File: src/design/psc_pkg.sv
// Constants and types shared by the pseudo-static memory host controller.
// Assumes a single 125 MHz clock; every time below is turned into cycles here.
package psc_pkg;

    // =====================================================================
    // Clock and pin timing
    // =====================================================================
    localparam int unsigned CLK_NS = 8;
    localparam int unsigned ACCESS_NS = 70;      // address_access_time, random read.
    localparam int unsigned PAGE_NS = 20;        // Intra-page read access.
    localparam int unsigned WRITE_NS = 55;       // Write enable low pulse.
    localparam int unsigned GAP_NS = 16;         // Chip select high between cycles.
    localparam int unsigned SETUP_NS = 8;        // Sleep pin to chip select setup.
    localparam int unsigned CEM_NS = 4000;       // max_select_low_time.
    localparam int unsigned SLEEP_US = 10;
    localparam int unsigned INIT_US = 150;

    // Least times round up, longest times round down.
    localparam logic [15:0] ACC_CYC = 16'((ACCESS_NS + CLK_NS - 1) / CLK_NS);
    localparam logic [15:0] PAGE_CYC = 16'((PAGE_NS + CLK_NS - 1) / CLK_NS);
    localparam logic [15:0] WR_CYC = 16'((WRITE_NS + CLK_NS - 1) / CLK_NS);
    localparam logic [15:0] GAP_CYC = 16'((GAP_NS + CLK_NS - 1) / CLK_NS);
    localparam logic [15:0] SETUP_CYC = 16'((SETUP_NS + CLK_NS - 1) / CLK_NS);
    localparam logic [15:0] CEM_CYC = 16'(CEM_NS / CLK_NS);
    // Strictly longer than the sleep threshold, hence one extra cycle.
    localparam logic [15:0] SLEEP_CYC = 16'(SLEEP_US * 1000 / CLK_NS + 1);
    localparam int unsigned INIT_CYC_DEF = (INIT_US * 1000 + CLK_NS - 1) / CLK_NS;
    // Page reads stop early enough that chip select rises before the limit.
    localparam logic [15:0] HOLD_LIMIT = 16'(CEM_NS / CLK_NS - (PAGE_NS + CLK_NS - 1) / CLK_NS - 2);

    // =====================================================================
    // Configuration register layout
    // =====================================================================
    localparam int unsigned CFG_W = 20;
    localparam int unsigned CFG_PAGE_BIT = 7;
    localparam int unsigned CFG_SLEEP_BIT = 4;
    localparam logic [19:0] CFG_DEFAULT = 20'h00070;
    localparam int unsigned PAGE_LSB = 4;       // address_lines[3:0] pick a word in the page.

    // =====================================================================
    // Controller states
    // =====================================================================
    typedef enum logic [11:0] {
        S_INIT    = 12'h001,
        S_IDLE    = 12'h002,
        S_RD      = 12'h004,
        S_HOLD    = 12'h008,
        S_PG      = 12'h010,
        S_WR      = 12'h020,
        S_GAP     = 12'h040,
        S_CFG_ZZ  = 12'h080,
        S_CFG_WR  = 12'h100,
        S_CFG_END = 12'h200,
        S_SLP_IN  = 12'h400,
        S_SLEEP   = 12'h800
    } psc_state_t;

endpackage : psc_pkg

File: src/design/psc_host.sv
// Host controller that drives an asynchronous, page-capable pseudo-static memory.
// Assumes the memory pins are registered straight to the pads and read data is
// synchronous to mclk; the pad logic resolves the data lines from data_lines_oe_n.
//
// Summary of operation
// - Read: select, output enable, byte low, write high.
// - Write: select, write enable, byte low, sleep high.
// - Write enable low no longer than limit.
// - Chip select low no longer than limit.
// - Sleep low write loads config, data floats.
// - Keep select high during initialisation.
// - Low-power only after sleep low over 10 us.
`timescale 1ns/10ps
module psc_host
    import psc_pkg::*;
#(
    parameter logic [15:0] INIT_CYC = 16'(INIT_CYC_DEF)
) (
    input wire logic mclk,
    input wire logic srst,
    input wire logic req,
    input wire logic req_write,
    input wire logic [19:0] req_addr,
    input wire logic [15:0] req_wdata,
    input wire logic [1:0] req_bytes,
    output logic req_ready,
    output logic [15:0] rdata,
    output logic rdata_valid,
    output logic wr_done,
    input wire logic cfg_req,
    input wire logic [19:0] cfg_value,
    output logic [19:0] cfg_current,
    input wire logic sleep_req,
    output logic sleep_active,
    output logic init_busy,
    output logic ce_n,
    output logic oe_n,
    output logic we_n,
    output logic low_byte_select_n,
    output logic high_byte_select_n,
    output logic sleep_pin_n,
    output logic [19:0] address_lines,
    input wire logic [15:0] data_lines_in,
    output logic [15:0] data_lines_out,
    output logic data_lines_oe_n
);

    typedef struct packed {
        psc_state_t state;
        logic ce_n;
        logic oe_n;
        logic we_n;
        logic lb_n;
        logic ub_n;
        logic zz_n;
        logic [19:0] addr;
        logic [15:0] dout;
        logic doe_n;
        logic [15:0] rdata;
        logic rvalid;
        logic wdone;
        logic [19:0] cfg;
        logic [15:0] ce_cnt;
        logic [15:0] zz_cnt;
    } psc_host_st_t;

    localparam psc_host_st_t RESET_ST = '{state: S_INIT, ce_n: 1'b1, oe_n: 1'b1, we_n: 1'b1,
        lb_n: 1'b1, ub_n: 1'b1, zz_n: 1'b1, addr: 20'h00000, dout: 16'h0000, doe_n: 1'b1,
        rdata: 16'h0000, rvalid: 1'b0, wdone: 1'b0, cfg: CFG_DEFAULT, ce_cnt: 16'h0000,
        zz_cnt: 16'h0000};

    psc_host_st_t s;
    psc_host_st_t next_s;
    logic t_load;
    logic [15:0] t_value;
    logic t_done;
    logic page_en;
    logic pg_take;

    // Saturating count of cycles a strobe has been low.
    function automatic logic [15:0] sat_inc(input logic [15:0] v);
        sat_inc = (v == 16'hFFFF) ? v : v + 16'h0001;
    endfunction : sat_inc

    // =====================================================================
    // Phase timer
    // =====================================================================
    // Reset starts the power-up wait, so chip select stays high through it.
    psc_timer #(.START(INIT_CYC)) u_timer (
        .mclk(mclk),
        .srst(srst),
        .load(t_load),
        .load_value(t_value),
        .done(t_done)
    );

    // =====================================================================
    // Request acceptance
    // =====================================================================
    // Page reads only after the configuration enables them; default is off.
    assign page_en = s.cfg[CFG_PAGE_BIT];
    // Only a read in the same page continues; any higher bit change reopens the cycle.
    assign pg_take = (s.state == S_HOLD) && page_en && req && !req_write && !cfg_req && !sleep_req
        && (req_addr[19:PAGE_LSB] == s.addr[19:PAGE_LSB]) && (s.ce_cnt < HOLD_LIMIT);
    assign req_ready = ((s.state == S_IDLE) && !cfg_req && !sleep_req) || pg_take;

    // =====================================================================
    // Cycle sequencer
    // =====================================================================
    always_comb begin
        next_s = s;
        t_load = 1'b0;
        t_value = 16'h0000;
        next_s.rvalid = 1'b0;
        next_s.wdone = 1'b0;
        case (s.state)
            S_INIT: begin
                if (t_done) begin
                    next_s.state = S_IDLE;
                end
            end
            S_IDLE: begin
                if (cfg_req) begin
                    next_s.zz_n = 1'b0;
                    next_s.addr = cfg_value;
                    t_load = 1'b1;
                    t_value = SETUP_CYC;
                    next_s.state = S_CFG_ZZ;
                end else if (sleep_req) begin
                    next_s.zz_n = 1'b0;
                    t_load = 1'b1;
                    t_value = SLEEP_CYC;
                    next_s.state = S_SLP_IN;
                end else if (req) begin
                    next_s.addr = req_addr;
                    next_s.lb_n = !req_bytes[0];
                    next_s.ub_n = !req_bytes[1];
                    next_s.ce_n = 1'b0;
                    t_load = 1'b1;
                    if (req_write) begin
                        next_s.we_n = 1'b0;
                        next_s.dout = req_wdata;
                        next_s.doe_n = 1'b0;
                        t_value = WR_CYC;
                        next_s.state = S_WR;
                    end else begin
                        next_s.oe_n = 1'b0;
                        t_value = ACC_CYC;
                        next_s.state = S_RD;
                    end
                end
            end
            S_RD, S_PG: begin
                if (t_done) begin
                    next_s.rdata = data_lines_in;
                    next_s.rvalid = 1'b1;
                    if (page_en) begin
                        next_s.state = S_HOLD;
                    end else begin
                        next_s.ce_n = 1'b1;
                        next_s.oe_n = 1'b1;
                        next_s.lb_n = 1'b1;
                        next_s.ub_n = 1'b1;
                        t_load = 1'b1;
                        t_value = GAP_CYC;
                        next_s.state = S_GAP;
                    end
                end
            end
            S_HOLD: begin
                if (pg_take) begin
                    next_s.addr = req_addr;
                    next_s.lb_n = !req_bytes[0];
                    next_s.ub_n = !req_bytes[1];
                    t_load = 1'b1;
                    t_value = PAGE_CYC;
                    next_s.state = S_PG;
                end else if (req || cfg_req || sleep_req || s.ce_cnt >= HOLD_LIMIT) begin
                    // Releasing chip select gives the memory its refresh window.
                    next_s.ce_n = 1'b1;
                    next_s.oe_n = 1'b1;
                    next_s.lb_n = 1'b1;
                    next_s.ub_n = 1'b1;
                    t_load = 1'b1;
                    t_value = GAP_CYC;
                    next_s.state = S_GAP;
                end
            end
            S_WR: begin
                if (t_done) begin
                    // Both strobes rise together while data is still driven.
                    next_s.we_n = 1'b1;
                    next_s.ce_n = 1'b1;
                    next_s.wdone = 1'b1;
                    t_load = 1'b1;
                    t_value = GAP_CYC;
                    next_s.state = S_GAP;
                end
            end
            S_GAP: begin
                next_s.doe_n = 1'b1;
                next_s.lb_n = 1'b1;
                next_s.ub_n = 1'b1;
                if (t_done) begin
                    next_s.state = S_IDLE;
                end
            end
            S_CFG_ZZ: begin
                if (t_done) begin
                    next_s.ce_n = 1'b0;
                    next_s.we_n = 1'b0;
                    t_load = 1'b1;
                    t_value = WR_CYC;
                    next_s.state = S_CFG_WR;
                end
            end
            S_CFG_WR: begin
                if (t_done) begin
                    next_s.ce_n = 1'b1;
                    next_s.we_n = 1'b1;
                    next_s.cfg = s.addr;
                    t_load = 1'b1;
                    t_value = SETUP_CYC;
                    next_s.state = S_CFG_END;
                end
            end
            S_CFG_END: begin
                if (t_done) begin
                    next_s.zz_n = 1'b1;
                    t_load = 1'b1;
                    t_value = GAP_CYC;
                    next_s.state = S_GAP;
                end
            end
            S_SLP_IN: begin
                if (!sleep_req) begin
                    next_s.zz_n = 1'b1;
                    t_load = 1'b1;
                    t_value = GAP_CYC;
                    next_s.state = S_GAP;
                end else if (t_done) begin
                    next_s.state = S_SLEEP;
                end
            end
            S_SLEEP: begin
                if (!sleep_req) begin
                    next_s.zz_n = 1'b1;
                    t_load = 1'b1;
                    // Deep sleep loses state, so the memory reinitialises first.
                    if (!s.cfg[CFG_SLEEP_BIT]) begin
                        t_value = INIT_CYC;
                        next_s.state = S_INIT;
                    end else begin
                        t_value = GAP_CYC;
                        next_s.state = S_GAP;
                    end
                end
            end
            default: begin
                next_s = RESET_ST;
            end
        endcase
        next_s.ce_cnt = next_s.ce_n ? 16'h0000 : sat_inc(s.ce_cnt);
        next_s.zz_cnt = next_s.zz_n ? 16'h0000 : sat_inc(s.zz_cnt);
    end

    always_ff @(posedge mclk) begin
        if (srst) begin
            s <= RESET_ST;
        end else begin
            s <= next_s;
        end
    end

    // =====================================================================
    // Outputs
    // =====================================================================
    assign ce_n = s.ce_n;
    assign oe_n = s.oe_n;
    assign we_n = s.we_n;
    assign low_byte_select_n = s.lb_n;
    assign high_byte_select_n = s.ub_n;
    assign sleep_pin_n = s.zz_n;
    assign address_lines = s.addr;
    assign data_lines_out = s.dout;
    assign data_lines_oe_n = s.doe_n;
    assign rdata = s.rdata;
    assign rdata_valid = s.rvalid;
    assign wr_done = s.wdone;
    assign cfg_current = s.cfg;
    assign sleep_active = (s.state == S_SLEEP);
    assign init_busy = (s.state == S_INIT);
endmodule : psc_host

File: src/design/psc_timer.sv
// Down-counter that times each phase of a memory cycle.
// Assumes the caller loads a count and waits for done; count N gives N cycles.
`timescale 1ns/10ps
module psc_timer
    import psc_pkg::*;
#(
    parameter logic [15:0] START = 16'h0001
) (
    input wire logic mclk,
    input wire logic srst,
    input wire logic load,
    input wire logic [15:0] load_value,
    output logic done
);

    typedef struct packed {
        logic [15:0] count;
    } psc_timer_st_t;

    psc_timer_st_t s;
    psc_timer_st_t next_s;

    // =====================================================================
    // Counter
    // =====================================================================
    // A load wins over the running count so back-to-back phases lose no cycle.
    always_comb begin
        next_s = s;
        if (load) begin
            next_s.count = load_value;
        end else if (s.count != 16'h0000) begin
            next_s.count = s.count - 16'h0001;
        end
    end

    always_ff @(posedge mclk) begin
        if (srst) begin
            s.count <= START;
        end else begin
            s <= next_s;
        end
    end

    // Done in the last cycle of the phase, so the caller moves on exactly on time.
    assign done = (s.count <= 16'h0001);

endmodule : psc_timer

File: config.mk
export PLATFORM = sky130hd
export DESIGN_NAME = psc_host
export DESIGN_NICKNAME = d
export VERILOG_FILES = /design/src/design/psc_pkg.sv /design/src/design/psc_host.sv /design/src/design/psc_timer.sv
export SDC_FILE = /design/constraint.sdc
export NUM_CORES = 1
export LEC_CHECK = 0
export BUFFER_PORTS_ARGS = -buffer_cell sky130_fd_sc_hd__buf_2
export CAP_MARGIN = 15
export CELL_PAD_IN_SITES_DETAIL_PLACEMENT = 1
export CELL_PAD_IN_SITES_GLOBAL_PLACEMENT = 1
export CORE_ASPECT_RATIO = 0.5
export CORE_MARGIN = 1
export CORE_UTILIZATION = 40
export CTS_CLUSTER_SIZE = 30
export DETAILED_ROUTE_END_ITERATION = 12
export PLACE_DENSITY_LB_ADDON = 0.12
export SYNTH_ARGS = -nofsm -noshare
export SYNTH_HDL_FRONTEND = slang
export SYNTH_HIERARCHICAL = 1
export SYNTH_SLANG_ARGS = --single-unit
File: constraint.sdc
create_clock -name mclk -period 4.4 [get_ports mclk]
set_clock_uncertainty 0.15 [all_clocks]
set_input_delay 1.1 -clock mclk [delete_from_list [all_inputs] [get_ports mclk]]
set_output_delay 1.1 -clock mclk [all_outputs]
set_load 0.03 [all_outputs]
# == Word-level counts from Yosys, hierarchy flattened ==
# Cells that the tools add are included.
# word_totals
register_bits,125
out_inout_bits,84
wordCells,194
# op_classes
n_addsub,2
magnitude_cmp,3
n_eq_ne,38
mux,77
n_bitwise,10
n_reduce_logical,48
# op_table
operator,n
$pmux W16 S8,1
$pmux W12 S10,1
$mux W16,7
$mux W12,8
$mux W37,2
$mux W17,4
$pmux W20 S3,1
$mux W20,2
$pmux W20 S2,1
$mux W13,3
$pmux W17 S2,1
$pmux W16 S2,1
$ne A2 B2 Y1 const B,15
$reduce_or A10 Y1,3
$mux W14,2
$reduce_or A8 Y1,3
$mux W2,11
$reduce_or A11 Y1,2
$mux W21,1
$add A16 B1 Y16 const B,1
$eq A16 B16 Y1,1
$eq A16 B16 Y1 const B,1
$ge A16 B9 Y1 const B,1
$le A16 B1 Y1 const B,1
46 further kinds,104

# == Depth between registers and ports, before layout ==
# Gate-level depths: netlist of run 1.
# logic_depth
ltp_word,11
depth_mapped,14

# == Modules after synthesis ==
# Netlist of run 1, hierarchy kept.
# modules_own_cells
mod,n_inst,cells_each,area_per_inst_um2,seq_area_each_um2
psc_host,1,819,6397.4,2182.1
psc_timer,1,125,996.0,320.3

# == Least setup slack after synthesis of run 1 ==
# OpenSTA, ideal clock, no wires.
# synth_timing
path_type,input-to-output
from,input cfg_req
to,output req_ready
arrival_ns,2.508
required_time_ns,3.150
slack_ns,0.642
path_stages,6
n_path_buf,1
path_cell_list,clkbuf_1 > nor4b_1 > nand3_1 > nor4_1 > nand3_1 > nand2_1
# synth_via
elab_chain_len,6
elab_cells_between_ends,8
# synth_rtl
item,line,source
from (decl),psc_host.sv:30,"input wire logic cfg_req,"
$logic_not A1 Y1 *,"psc_host.sv:103, psc_host.sv:105",
$logic_and A1 B1 Y1 (2 in a row),psc_host.sv:103,assign pg_take = (s.state == S_HOLD) && page_en && req && !req_write && !cfg_req && !sleep_req
$logic_and A1 B1 Y1 (2 in a row),psc_host.sv:104,&& (req_addr[19:PAGE_LSB] == s.addr[19:PAGE_LSB]) && (s.ce_cnt < HOLD_LIMIT);
$logic_or A1 B1 Y1 *,psc_host.sv:105,assign req_ready = ((s.state == S_IDLE) && !cfg_req && !sleep_req) || pg_take;
to (decl),psc_host.sv:26,"output logic req_ready,"
# Mark *: on every way between the ends. The rest lies on a longest branch, timed or not.

# == Worst setup path after layout of run 1 ==
# Ends and elaborated chain as after synthesis.

==> summary by stage, run 1 <==
Status
The flow ran to the end, and the final reports show no timing, DRC or antenna violations.

Pwr
The worst-case IR drop observed on VDD is 0.000274 V. Net switching is 35.4% of the power. The sequential share of power is 33.3%. In this run the static leakage power is 3.22 nW. The power density normalized to cell area is 469 mW/mm^2. The power share of the combinational group is 29.4%.

The internal power is 0.00259 W. The reported net switching power is 0.00141 W. The portion of total power attributed to the clock network is 37.3%.

Synthesis
The simple-gate area share of the yosys netlist is 27.4%. The main combinational cell family by area after synthesis is simple AND/OR/NAND/NOR gates. The number of register bits inferred by synthesis is 125. Summing every instance area after synthesis gives 0.00739 sq mm. The xor and xnor fraction of the mapped netlist area is 4.15%. Averaged over all synthesized cells, the footprint is 7.83 sq um. Counting flops with a built-in enable in the synthesized netlist gives 0. The area fraction in compound gates after synthesis is 20.4%.

The fraction of synthesized area in multiplexers is 1.13%. For this run, asynchronously set or reset flops after synthesis account for 0%. The proportion of synthesized chip area in sequential cells is 33.8%. The cell count after synthesis came out at 944. For this run, the number of Yosys warnings is 6.

After synthesis, the cell types taking the most area are sky130_fd_sc_hd__dfxtp_1 (34%), sky130_fd_sc_hd__buf_4 (7.3%), sky130_fd_sc_hd__a21oi_1 (5.9%). The predominant post-synthesis flop cell is sky130_fd_sc_hd__dfxtp_1. The dominant cell type by area after synthesis is sky130_fd_sc_hd__dfxtp_1. The share of Yosys cell area claimed by the top area cell type is 33.8%. The arithmetic-cell share of the synthesized area counting full adders, half adders and majority gates is 0.508%. In this run, distinct cell masters in the synthesized netlist total 76.

Clocking
The number of setup buffers added after CTS is 0. Clock-pin slew was measured on the worst setup and hold paths at 0.06 ns. TritonCTS built the clock tree. The root buffer cell is sky130_fd_sc_hd__clkbuf_16. The tree built by TritonCTS fans out to 125 sinks.

In this run the deepest clock path goes through 2 buffers. Counting the buffers created by CTS gives 17. CTS built an H-tree with a depth of 4. Buffers inserted to repair hold after CTS numbered 0.

The clock latency of the later-clocked register in the worst-skew pair is 0.42 ns.

Detailed routing
The average wire per cell in the routed design is 19.6 um. The detailed-router iteration count before antenna repair is 5. Summed over all layers, the routed wires come to 24.8 mm. The number of vias in the routed layout is 7304. The number of vias per cell after detailed routing is 5.78. The post-route DRC violation count is 0. The remaining antenna violation count is 0. The number of DRC violations after detailed-routing iteration 0 is 563.

Setup path
In this run the worst setup path begins at cfg_req. STA classifies the critical path endpoint as an output port. STA puts the critical path data required time at 3.15 ns.

The arrival time at the worst endpoint is 2.88 ns. The maximum fanout count along the critical path is 10. The critical path is of the in -> out type. The launching point of the worst reg2reg path is s[114]$_SDFFE_PP0P_. The launching element type of the critical path is an input pin.

Finish
The count of nets after finishing is 1099. Leaving out fill and tap cells, the most frequent cells in the layout are sky130_fd_sc_hd__buf_2 (163), sky130_fd_sc_hd__dfxtp_1 (125), sky130_fd_sc_hd__a21oi_1 (86), sky130_fd_sc_hd__nand2_1 (73), sky130_fd_sc_hd__nor2_1 (59). Counting the fill cells in the layout gives 2197. The fraction of layout cells with a size suffix above 1 is 25.1%. Cells fill 48.1% of the core in the end. The most common library cell in the layout ignoring fill and taps is sky130_fd_sc_hd__buf_2.

The post-route cell area is 0.00853 sq mm. From synthesis to final layout, the design area changed by 15.4%. The number of standard cells in the final layout excluding fillers is 1264.

Floorplanning
Measured along the y axis, the die boundary spans 98.1 um. The floorplan step defined a core boundary enclosing 0.0177 sq mm. For this design the top-level I/O count stands at 164. Row generation in the floorplan step produced 34 rows. From left edge to right edge, the die measures 194 um.

The area of the die is 0.0191 sq mm. Once the floorplan was initialized, standard cells occupied 41.7% of the core.

Min path
The worst hold path belongs to the class reg -> reg. The hold path startpoint is cfg_current[2]$_SDFFE_PP0P_.

Place
The placement-stage cell area is 0.00791 sq mm. The post-DP HPWL is 17.4 mm. At the end of routability-driven placement, the weighted congestion stood at 0.916. During placement, the flow inserted port buffers numbering 163.

The number of placed instances with taps included is 1231.

Timing
The measured slew at the worst slew-check pin is 1.03 ns. The hold violation count in the final report is 0. Setup violations remaining at the end of the flow were counted as 0. Setup repair after global routing left no endpoint under its margin.

The worst path uses 93.8% of the clock period. The number of max-slew violations in the final report is 0. The worst slew slack as a fraction of its limit is 30.8%.

The final critical path time including I/O delays and setup is 4.13 ns. In the final timing run, aggregate negative setup slack is 0 ns. Based on the critical path, the design can be clocked at up to 242 MHz.

Global route
Global routing finished with a remaining overflow of 0. The number of global-route vias before repair was 7333. The wire length of the first global-routing pass is 39.7 mm. The initial antenna violation count came to 2.

The global-route usage over all layers is 26.2%. Entering global routing, the biggest net connects 54 pins.

Run
The max-cap check violation count is 0.
## registers in the layout, indices dropped and copies added (netlist names), 16 cells and up
register	flops
address_lines	20
cfg_current	20
data_lines_out	16
rdata	16
s	28
u_timer/s	16
## critical path, stage by stage
cell	delay, ns
sky130_fd_sc_hd__buf_2	0.17
sky130_fd_sc_hd__nor4b_1	0.30
sky130_fd_sc_hd__buf_4	0.19
sky130_fd_sc_hd__nand3_1	0.11
sky130_fd_sc_hd__nor4_2	0.35
sky130_fd_sc_hd__nand3_1	0.25
sky130_fd_sc_hd__nand2_1	0.17
sky130_fd_sc_hd__buf_2	0.22
## layer usage
| layer | wire, um | GRT usage (%) |
|---|---|---|
| met4 | 334 | 7.51 |
| met2 | 11000 | 41.4 |
| met1 | 11700 | 35.3 |
| met5 | 8 | 0 |
| met3 | 1680 | 6.49 |
## power groups by stage
stage | Sequential (W) | Clock, W | Combinational [W]
after floorplan | 0.00134 | 0 | 0.000904
after global placement | 0.00135 | 0 | 0.00114
after detailed placement | 0.00136 | 0 | 0.00116
after CTS | 0.00133 | 0.00152 | 0.00117
after global routing | 0.00135 | 0.00157 | 0.00127
final | 0.00133 | 0.00149 | 0.00117
## metrics by stage
stage | total power, W | hold slack (ns) | worst slack (ns)
finish | 0.00400 | 0.304 | 0.274
global route | 0.00419 | 0.325 | 0.0942
CTS | 0.00402 | 0.306 | 0.199
detailed placement | 0.00252 | 0.298 | 0.214
global placement | 0.00249 | 0.288 | 0.210
floorplan | 0.00225 | 0.282 | 0.642
## worst paths after layout
kind                                 end  slack (ns)  cells past startpoint
min reg2reg  cfg_current[2]$_SDFFE_PP0P_        0.30                      2
max reg2reg   u_timer/s[11]$_SDFFE_PP1P_        0.66                     10
max                            req_ready        0.27                      8
min          cfg_current[2]$_SDFFE_PP0P_        0.30                      2
## cell usage after synthesis (11+ instances only)
library cell                 n
sky130_fd_sc_hd__or3_1      33
sky130_fd_sc_hd__o21ai_0    56
sky130_fd_sc_hd__nand2b_1   23
sky130_fd_sc_hd__clkbuf_1   49
sky130_fd_sc_hd__and3_1     13
sky130_fd_sc_hd__nor2_1     59
sky130_fd_sc_hd__xnor2_1    31
sky130_fd_sc_hd__nand4_1    11
sky130_fd_sc_hd__or4_1      12
sky130_fd_sc_hd__dfxtp_1   125
sky130_fd_sc_hd__nor3_1     24
sky130_fd_sc_hd__buf_4      72
sky130_fd_sc_hd__inv_1      17
sky130_fd_sc_hd__a22oi_1    20
sky130_fd_sc_hd__nand3_1    54
sky130_fd_sc_hd__nand2_1    73
sky130_fd_sc_hd__buf_2      15
sky130_fd_sc_hd__a21oi_1    87
sky130_fd_sc_hd__nor4_1     27
## cells by family (layout without fill, tap and decap cells)
group                    after synthesis  in the layout
other                                  1              5
XOR/XNOR                              35             35
adder cells (fa/ha/maj)                3              3
buffers and inverters                160            242
multiplexers                           8              8
flip-flops                           125            125
AND/OR/NAND/NOR                      374            374
AO/OA/AOI/OAI                        238            238
## layout make-up
class | count | area (sq um) | share of cell area, %
multi-input cells | 662 | 4020 | 47.1
flip-flops and latches | 125 | 2500 | 29.3
repair buffers | 193 | 1040 | 12.2
clock buffers | 21 | 450 | 5.28
well taps | 234 | 293 | 3.43
clock inverters | 11 | 165 | 1.94
inverters | 17 | 63.8 | 0.748
diodes | 1 | 2.50 | 0.0293
## what timing repair did
item | CTS | global route
endpoints found under the hold margin | 0 | 0
gates resized for setup | 0 | 1
setup endpoints to repair | 0 | 1
No activity file was read; power rests on OpenSTA's default activity.
==> run 2, diff against run 1 <==
Settings changed: ABC_AREA from default to 1, CORE_UTILIZATION 40 to 39.
==> run 2 against run 1 <==
Against the previous run:
- design area grew 5.2%
- sequential power is 15% higher
- global-route usage grew 0.11 points
- count of clock-buffer cells in the layout shrank 3
- cell count up 24%
- non-clock buffer count decreased by 22
- synthesized area rose by 6.4%
- first-iteration DRC count decreased by 40%
- worst setup slack gained 0.48 ns
==> summary by stage, run 2 <==
Synthesis
The area fraction in compound gates after synthesis is 12.0% (-8.4 points). The predominant post-synthesis flop cell is sky130_fd_sc_hd__dfxtp_1. The cell area after technology mapping is 0.00787 sq mm (+6.4%). The count of yosys warnings during synthesis was 6 (unchanged).

The share of Yosys cell area claimed by the top area cell type is 31.8% (-2.0 points). The average cell area after synthesis is 6.54 sq um (-17%). The dominant cell type by area after synthesis is sky130_fd_sc_hd__dfxtp_1. After synthesis, the largest family of logic cells by area is simple AND/OR/NAND/NOR gates.

The distinct cell type count after synthesis is 44 (-42%). The arithmetic-cell share of the synthesized area counting full adders, half adders and majority gates is 0.477% (-0.031 points). The simple-gate area share of the yosys netlist came to 36.4% (+8.9 points).

The number of synthesized flops with an enable pin is 0 (unchanged). The cell count after synthesis is 1203 (+27%). The share of synthesized registers carrying an async set or reset came to 0% (unchanged). The xor and xnor fraction of the mapped netlist area came to 2.56% (-1.6 points). The proportion of synthesized chip area in sequential cells was 31.8% (-2.0 points). The fraction of synthesized area in multiplexers is 0.127% (-1.0 points). The most numerous cell in the Yosys netlist is sky130_fd_sc_hd__nand2_1.

The number of register bits inferred by synthesis is 125 (unchanged). The commonest cells after synthesis are sky130_fd_sc_hd__nand2_1 (248), sky130_fd_sc_hd__nor2_1 (229), sky130_fd_sc_hd__inv_1 (142), sky130_fd_sc_hd__dfxtp_1 (125), sky130_fd_sc_hd__buf_4 (76). Ranked by total cell area, the synthesized netlist is headed by sky130_fd_sc_hd__dfxtp_1 (32%), sky130_fd_sc_hd__nand2_1 (12%), sky130_fd_sc_hd__nor2_1 (11%).

Setup path
Broken down by cell family, the worst path's largest delay share belongs to simple AND/OR/NAND/NOR gates. The type of the setup path with the least slack is in -> out. The count of buffer and inverter cells on the critical path is 2 (-1). The worst setup path is launched from an input pin. The endpoint required time on the critical path is 3.15 ns (about the same). The largest incremental delay on the critical path is 0.27 ns (-0.08 ns). The arrival time at the worst endpoint is 2.40 ns (-0.48 ns). Walking the worst path, the cells encountered are buf_2 > nor2_2 > nand2_1 > nor2_1 > nand3_1 > nor2_1 > nand3_2 > nand2_1 > buf_2.

The maximum fanout count along the critical path is 10 (unchanged). STA classifies the critical path endpoint as an output port. The cell with the biggest individual delay on the critical path is sky130_fd_sc_hd__nor2_2.

Clocking
The number of clock sinks seen by CTS is 125 (unchanged). The total number of H-tree levels is 4 (unchanged). The worst-case clock buffer depth is 2 (unchanged). The number of buffers created by CTS is 17 (unchanged). The clock latency of the later-clocked register in the worst-skew pair came to 0.44 ns (+0.02 ns). The total of cells resized after clock tree synthesis came to 0 (unchanged). The number of setup buffers added after CTS was 0 (unchanged). The clock transition at the registers of the reported paths was 0.07 ns (about the same). The number of buffers added to fix hold violations after cts is 0 (unchanged). CTS placed an instance of sky130_fd_sc_hd__clkbuf_16 at the clock tree root. TritonCTS built the clock tree.

Pwr
The switching power as a share of total power is 45.4% (+10 points). The power share of the combinational group was 43.8% (+14 points). The maximum ir drop on the vdd rail came to 0.000297 V (+8.4%). The reported net switching power is 0.00250 W (+77%). The sequential share of power is 27.8% (-5.5 points). The leakage power total came to 4.55 nW (+41%). The portion of total power attributed to the clock network is 28.4% (-8.9 points).

The internal power was 0.00301 W (+17%). The power density normalized to cell area came to 614 mW/mm^2 (+31%).

Detailed routing
The average wire per cell in the routed design is 17.0 um (-13%). The number of vias per cell after detailed routing is 4.99 (-14%). The total wirelength of the detailed-routed design is 26.7 mm (+7.7%).

The post-route DRC violation count was 0 (unchanged). The number of DRC violations after detailed-routing iteration 0 was 338 (-40%). The number of vias in the routed layout is 7821 (+7.1%). The detailed-router iteration count before antenna repair is 5 (unchanged).

The remaining antenna violation count was 0 (unchanged).

Global route
The wire length of the first global-routing pass came to 41.7 mm (+4.9%). The pin count of the biggest net entering global routing is 64 (+19%). The met3 usage in global routing was 4.37% (-2.1 points). The busiest layer in global routing is met2.

The overflow left after global routing came to 0 (unchanged). The global-route usage over all layers is 26.3% (+0.11 points). The routing usage on met1 was 36.6% (+1.3 points). The initial antenna violation count is 0 (-2). The number of global-route vias before repair is 7631 (+4.1%). The global routing met2 resource utilization came to 41.8% (+0.33 points).

Timing
The final critical path time including I/O delays and setup is 3.65 ns (-0.477 ns). The worst slew slack as a fraction of its limit was 48.3% (+17 points). The post-route clock period utilization is 82.9% (-11 points). Setup repair after global routing left no endpoint under its margin. The hold violation count in the final report is 0 (unchanged).

The highest attainable clock frequency is 274 MHz (+13%). The number of max-slew violations in the final report is 0 (unchanged). The final hold slack came to 0.307 ns (+0.00260 ns). The setup violation total in the final timing report is 0 (unchanged). The total negative slack for setup checks is 0 ns (unchanged). The measured slew at the worst slew-check pin is 0.776 ns (-0.251 ns).

Finish
The count of nets after finishing came to 1371 (+25%). The number of fill cells was 2615 (+19%). The library cells used most frequently in the layout, excluding fill and tap cells, are sky130_fd_sc_hd__nand2_1 (248), sky130_fd_sc_hd__nor2_1 (229), sky130_fd_sc_hd__buf_2 (163), sky130_fd_sc_hd__inv_1 (142), sky130_fd_sc_hd__dfxtp_1 (125). The most common library cell in the layout ignoring fill and taps is sky130_fd_sc_hd__nand2_1.

The area overhead of the layout relative to synthesis is 14.2%. The register name with the most flops is s. The flip-flop count of the largest register, all copies and words added is 28 (unchanged). The diode insertion count for antenna repair is 0 (-1). The fraction of layout cells with a size suffix above 1 is 21.0% (-4.1 points).

Min path
The tightest min-delay check is of the reg -> reg type.

Floorplanning
The height of the chip is 102 um (+4.4%). The top-level port count came to 164 (unchanged). The core region area was 0.0196 sq mm (+10%). The area of the die is 0.0208 sq mm (+9.0%).

The effective utilization at floorplan is 40.1% (-1.5 points). The number of rows created at floorplan is 36 (+5.9%). The chip width is 203 um (+4.4%).

Status
The flow ran to the end, and the final reports show no timing, DRC or antenna violations.

Place
The routability-driven placement congestion ratio came to 0.935 (+2.0%). The post-DP HPWL came to 20.2 mm (+16%). The number of port buffers is 163 (unchanged).

Run
The max-cap check violation count is 0 (unchanged).
==> run 2: changes by cell type after synthesis, sizes merged, moves of 13 or more <==
cell / previous run / this run
nor2: 59 / 256
nand2: 73 / 265
inv: 17 / 150
clkbuf: 50 / 13
or3: 34 / 0
nor4: 31 / 0
a21oi: 88 / 61
xnor2: 31 / 5
nand2b: 23 / 0
a22oi: 20 / 0
o21bai: 1 / 21
or4: 15 / 0
xor2: 4 / 18
and3: 13 / 0
==> run 2: power by group through the flow <==
stage / clock network [W] / logic (W) / registers [W]
2_1_floorplan: 0 / 0.00201 / 0.00154
3_3_place_gp: 0 / 0.00236 / 0.00154
3_5_place_dp: 0 / 0.00241 / 0.00156
4_1_cts: 0.00159 / 0.00243 / 0.00153
5_1_grt: 0.00165 / 0.00269 / 0.00156
6_report: 0.00157 / 0.00242 / 0.00153
==> run 2: stage by stage <==
| stage | worst slack, ns | total power, W | utilization (%) | std cells | area, sq um |
|---|---|---|---|---|---|
| floorplan | 1.06 | 0.00354 | - | 1206 | 7880 |
| global placement | 0.804 | 0.00390 | 42.6 | 1535 | 8350 |
| detailed placement | 0.751 | 0.00397 | 42.6 | 1535 | 8350 |
| CTS | 0.757 | 0.00556 | 45.8 | 1567 | 8980 |
| global route | 0.602 | 0.00589 | 45.8 | 1567 | 8980 |
| finish | 0.751 | 0.00551 | 45.8 | 1567 | 8980 |
==> run 2: kinds of logic (layout without fill, tap and decap cells) <==
logic type / after synthesis / after routing
multiplexers: 1 / 1
buffers and inverters: 258 / 353
AND/OR/NAND/NOR: 633 / 633
other: 1 / 4
AO/OA/AOI/OAI: 159 / 159
XOR/XNOR: 23 / 23
flip-flops: 125 / 125
adder cells (fa/ha/maj): 3 / 3
==> run 2: layout make-up <==
type	count	area (sq um)	area share, %
repair buffers	171	876	9.75
multi-input cells	823	4070	45.3
inverters	150	563	6.27
clock buffers	18	429	4.78
flip-flops and latches	125	2500	27.9
well taps	266	333	3.71
clock inverters	14	205	2.29
==> run 2: layer usage <==
metal,vias up,share of wire [%]
met4,0,1.6
met3,30,4.2
met5,-,0
met2,178,44
met1,3744,51
li1,3869,-
==> run 2: worst paths after layout <==
| kind | slack (ns) | cells past startpoint | endpoint | from |
|---|---|---|---|---|
| hold / removal | 0.31 | 2 | cfg_current[6]$_SDFFE_PP1P_ | cfg_current[6]$_SDFFE_PP1P_ |
| setup reg to reg | 0.86 | 16 | cfg_current[5]$_SDFFE_PP1P_ | u_timer/s[0]$_SDFFE_PP0P_ |
| setup / recovery | 0.75 | 9 | req_ready | sleep_req |
| hold reg to reg | 0.31 | 2 | cfg_current[6]$_SDFFE_PP1P_ | cfg_current[6]$_SDFFE_PP1P_ |
==> run 2: worst reg2reg max path, cell delays in order (launching register included) <==
cell and delay, ns:
sky130_fd_sc_hd__dfxtp_1 0.33, sky130_fd_sc_hd__inv_1 0.12, sky130_fd_sc_hd__ha_1 0.25, sky130_fd_sc_hd__nand2_4 0.10, sky130_fd_sc_hd__nor2_4 0.23, sky130_fd_sc_hd__nand4_4 0.21, sky130_fd_sc_hd__o31ai_1 0.14, sky130_fd_sc_hd__buf_4 0.23
sky130_fd_sc_hd__inv_1 0.26, sky130_fd_sc_hd__nand3_1 0.30, sky130_fd_sc_hd__nand2_1 0.08, sky130_fd_sc_hd__nor2_1 0.10, sky130_fd_sc_hd__nand2_1 0.06, sky130_fd_sc_hd__buf_4 0.21, sky130_fd_sc_hd__inv_2 0.37, sky130_fd_sc_hd__o21ai_0 0.22
sky130_fd_sc_hd__nand2_1 0.10
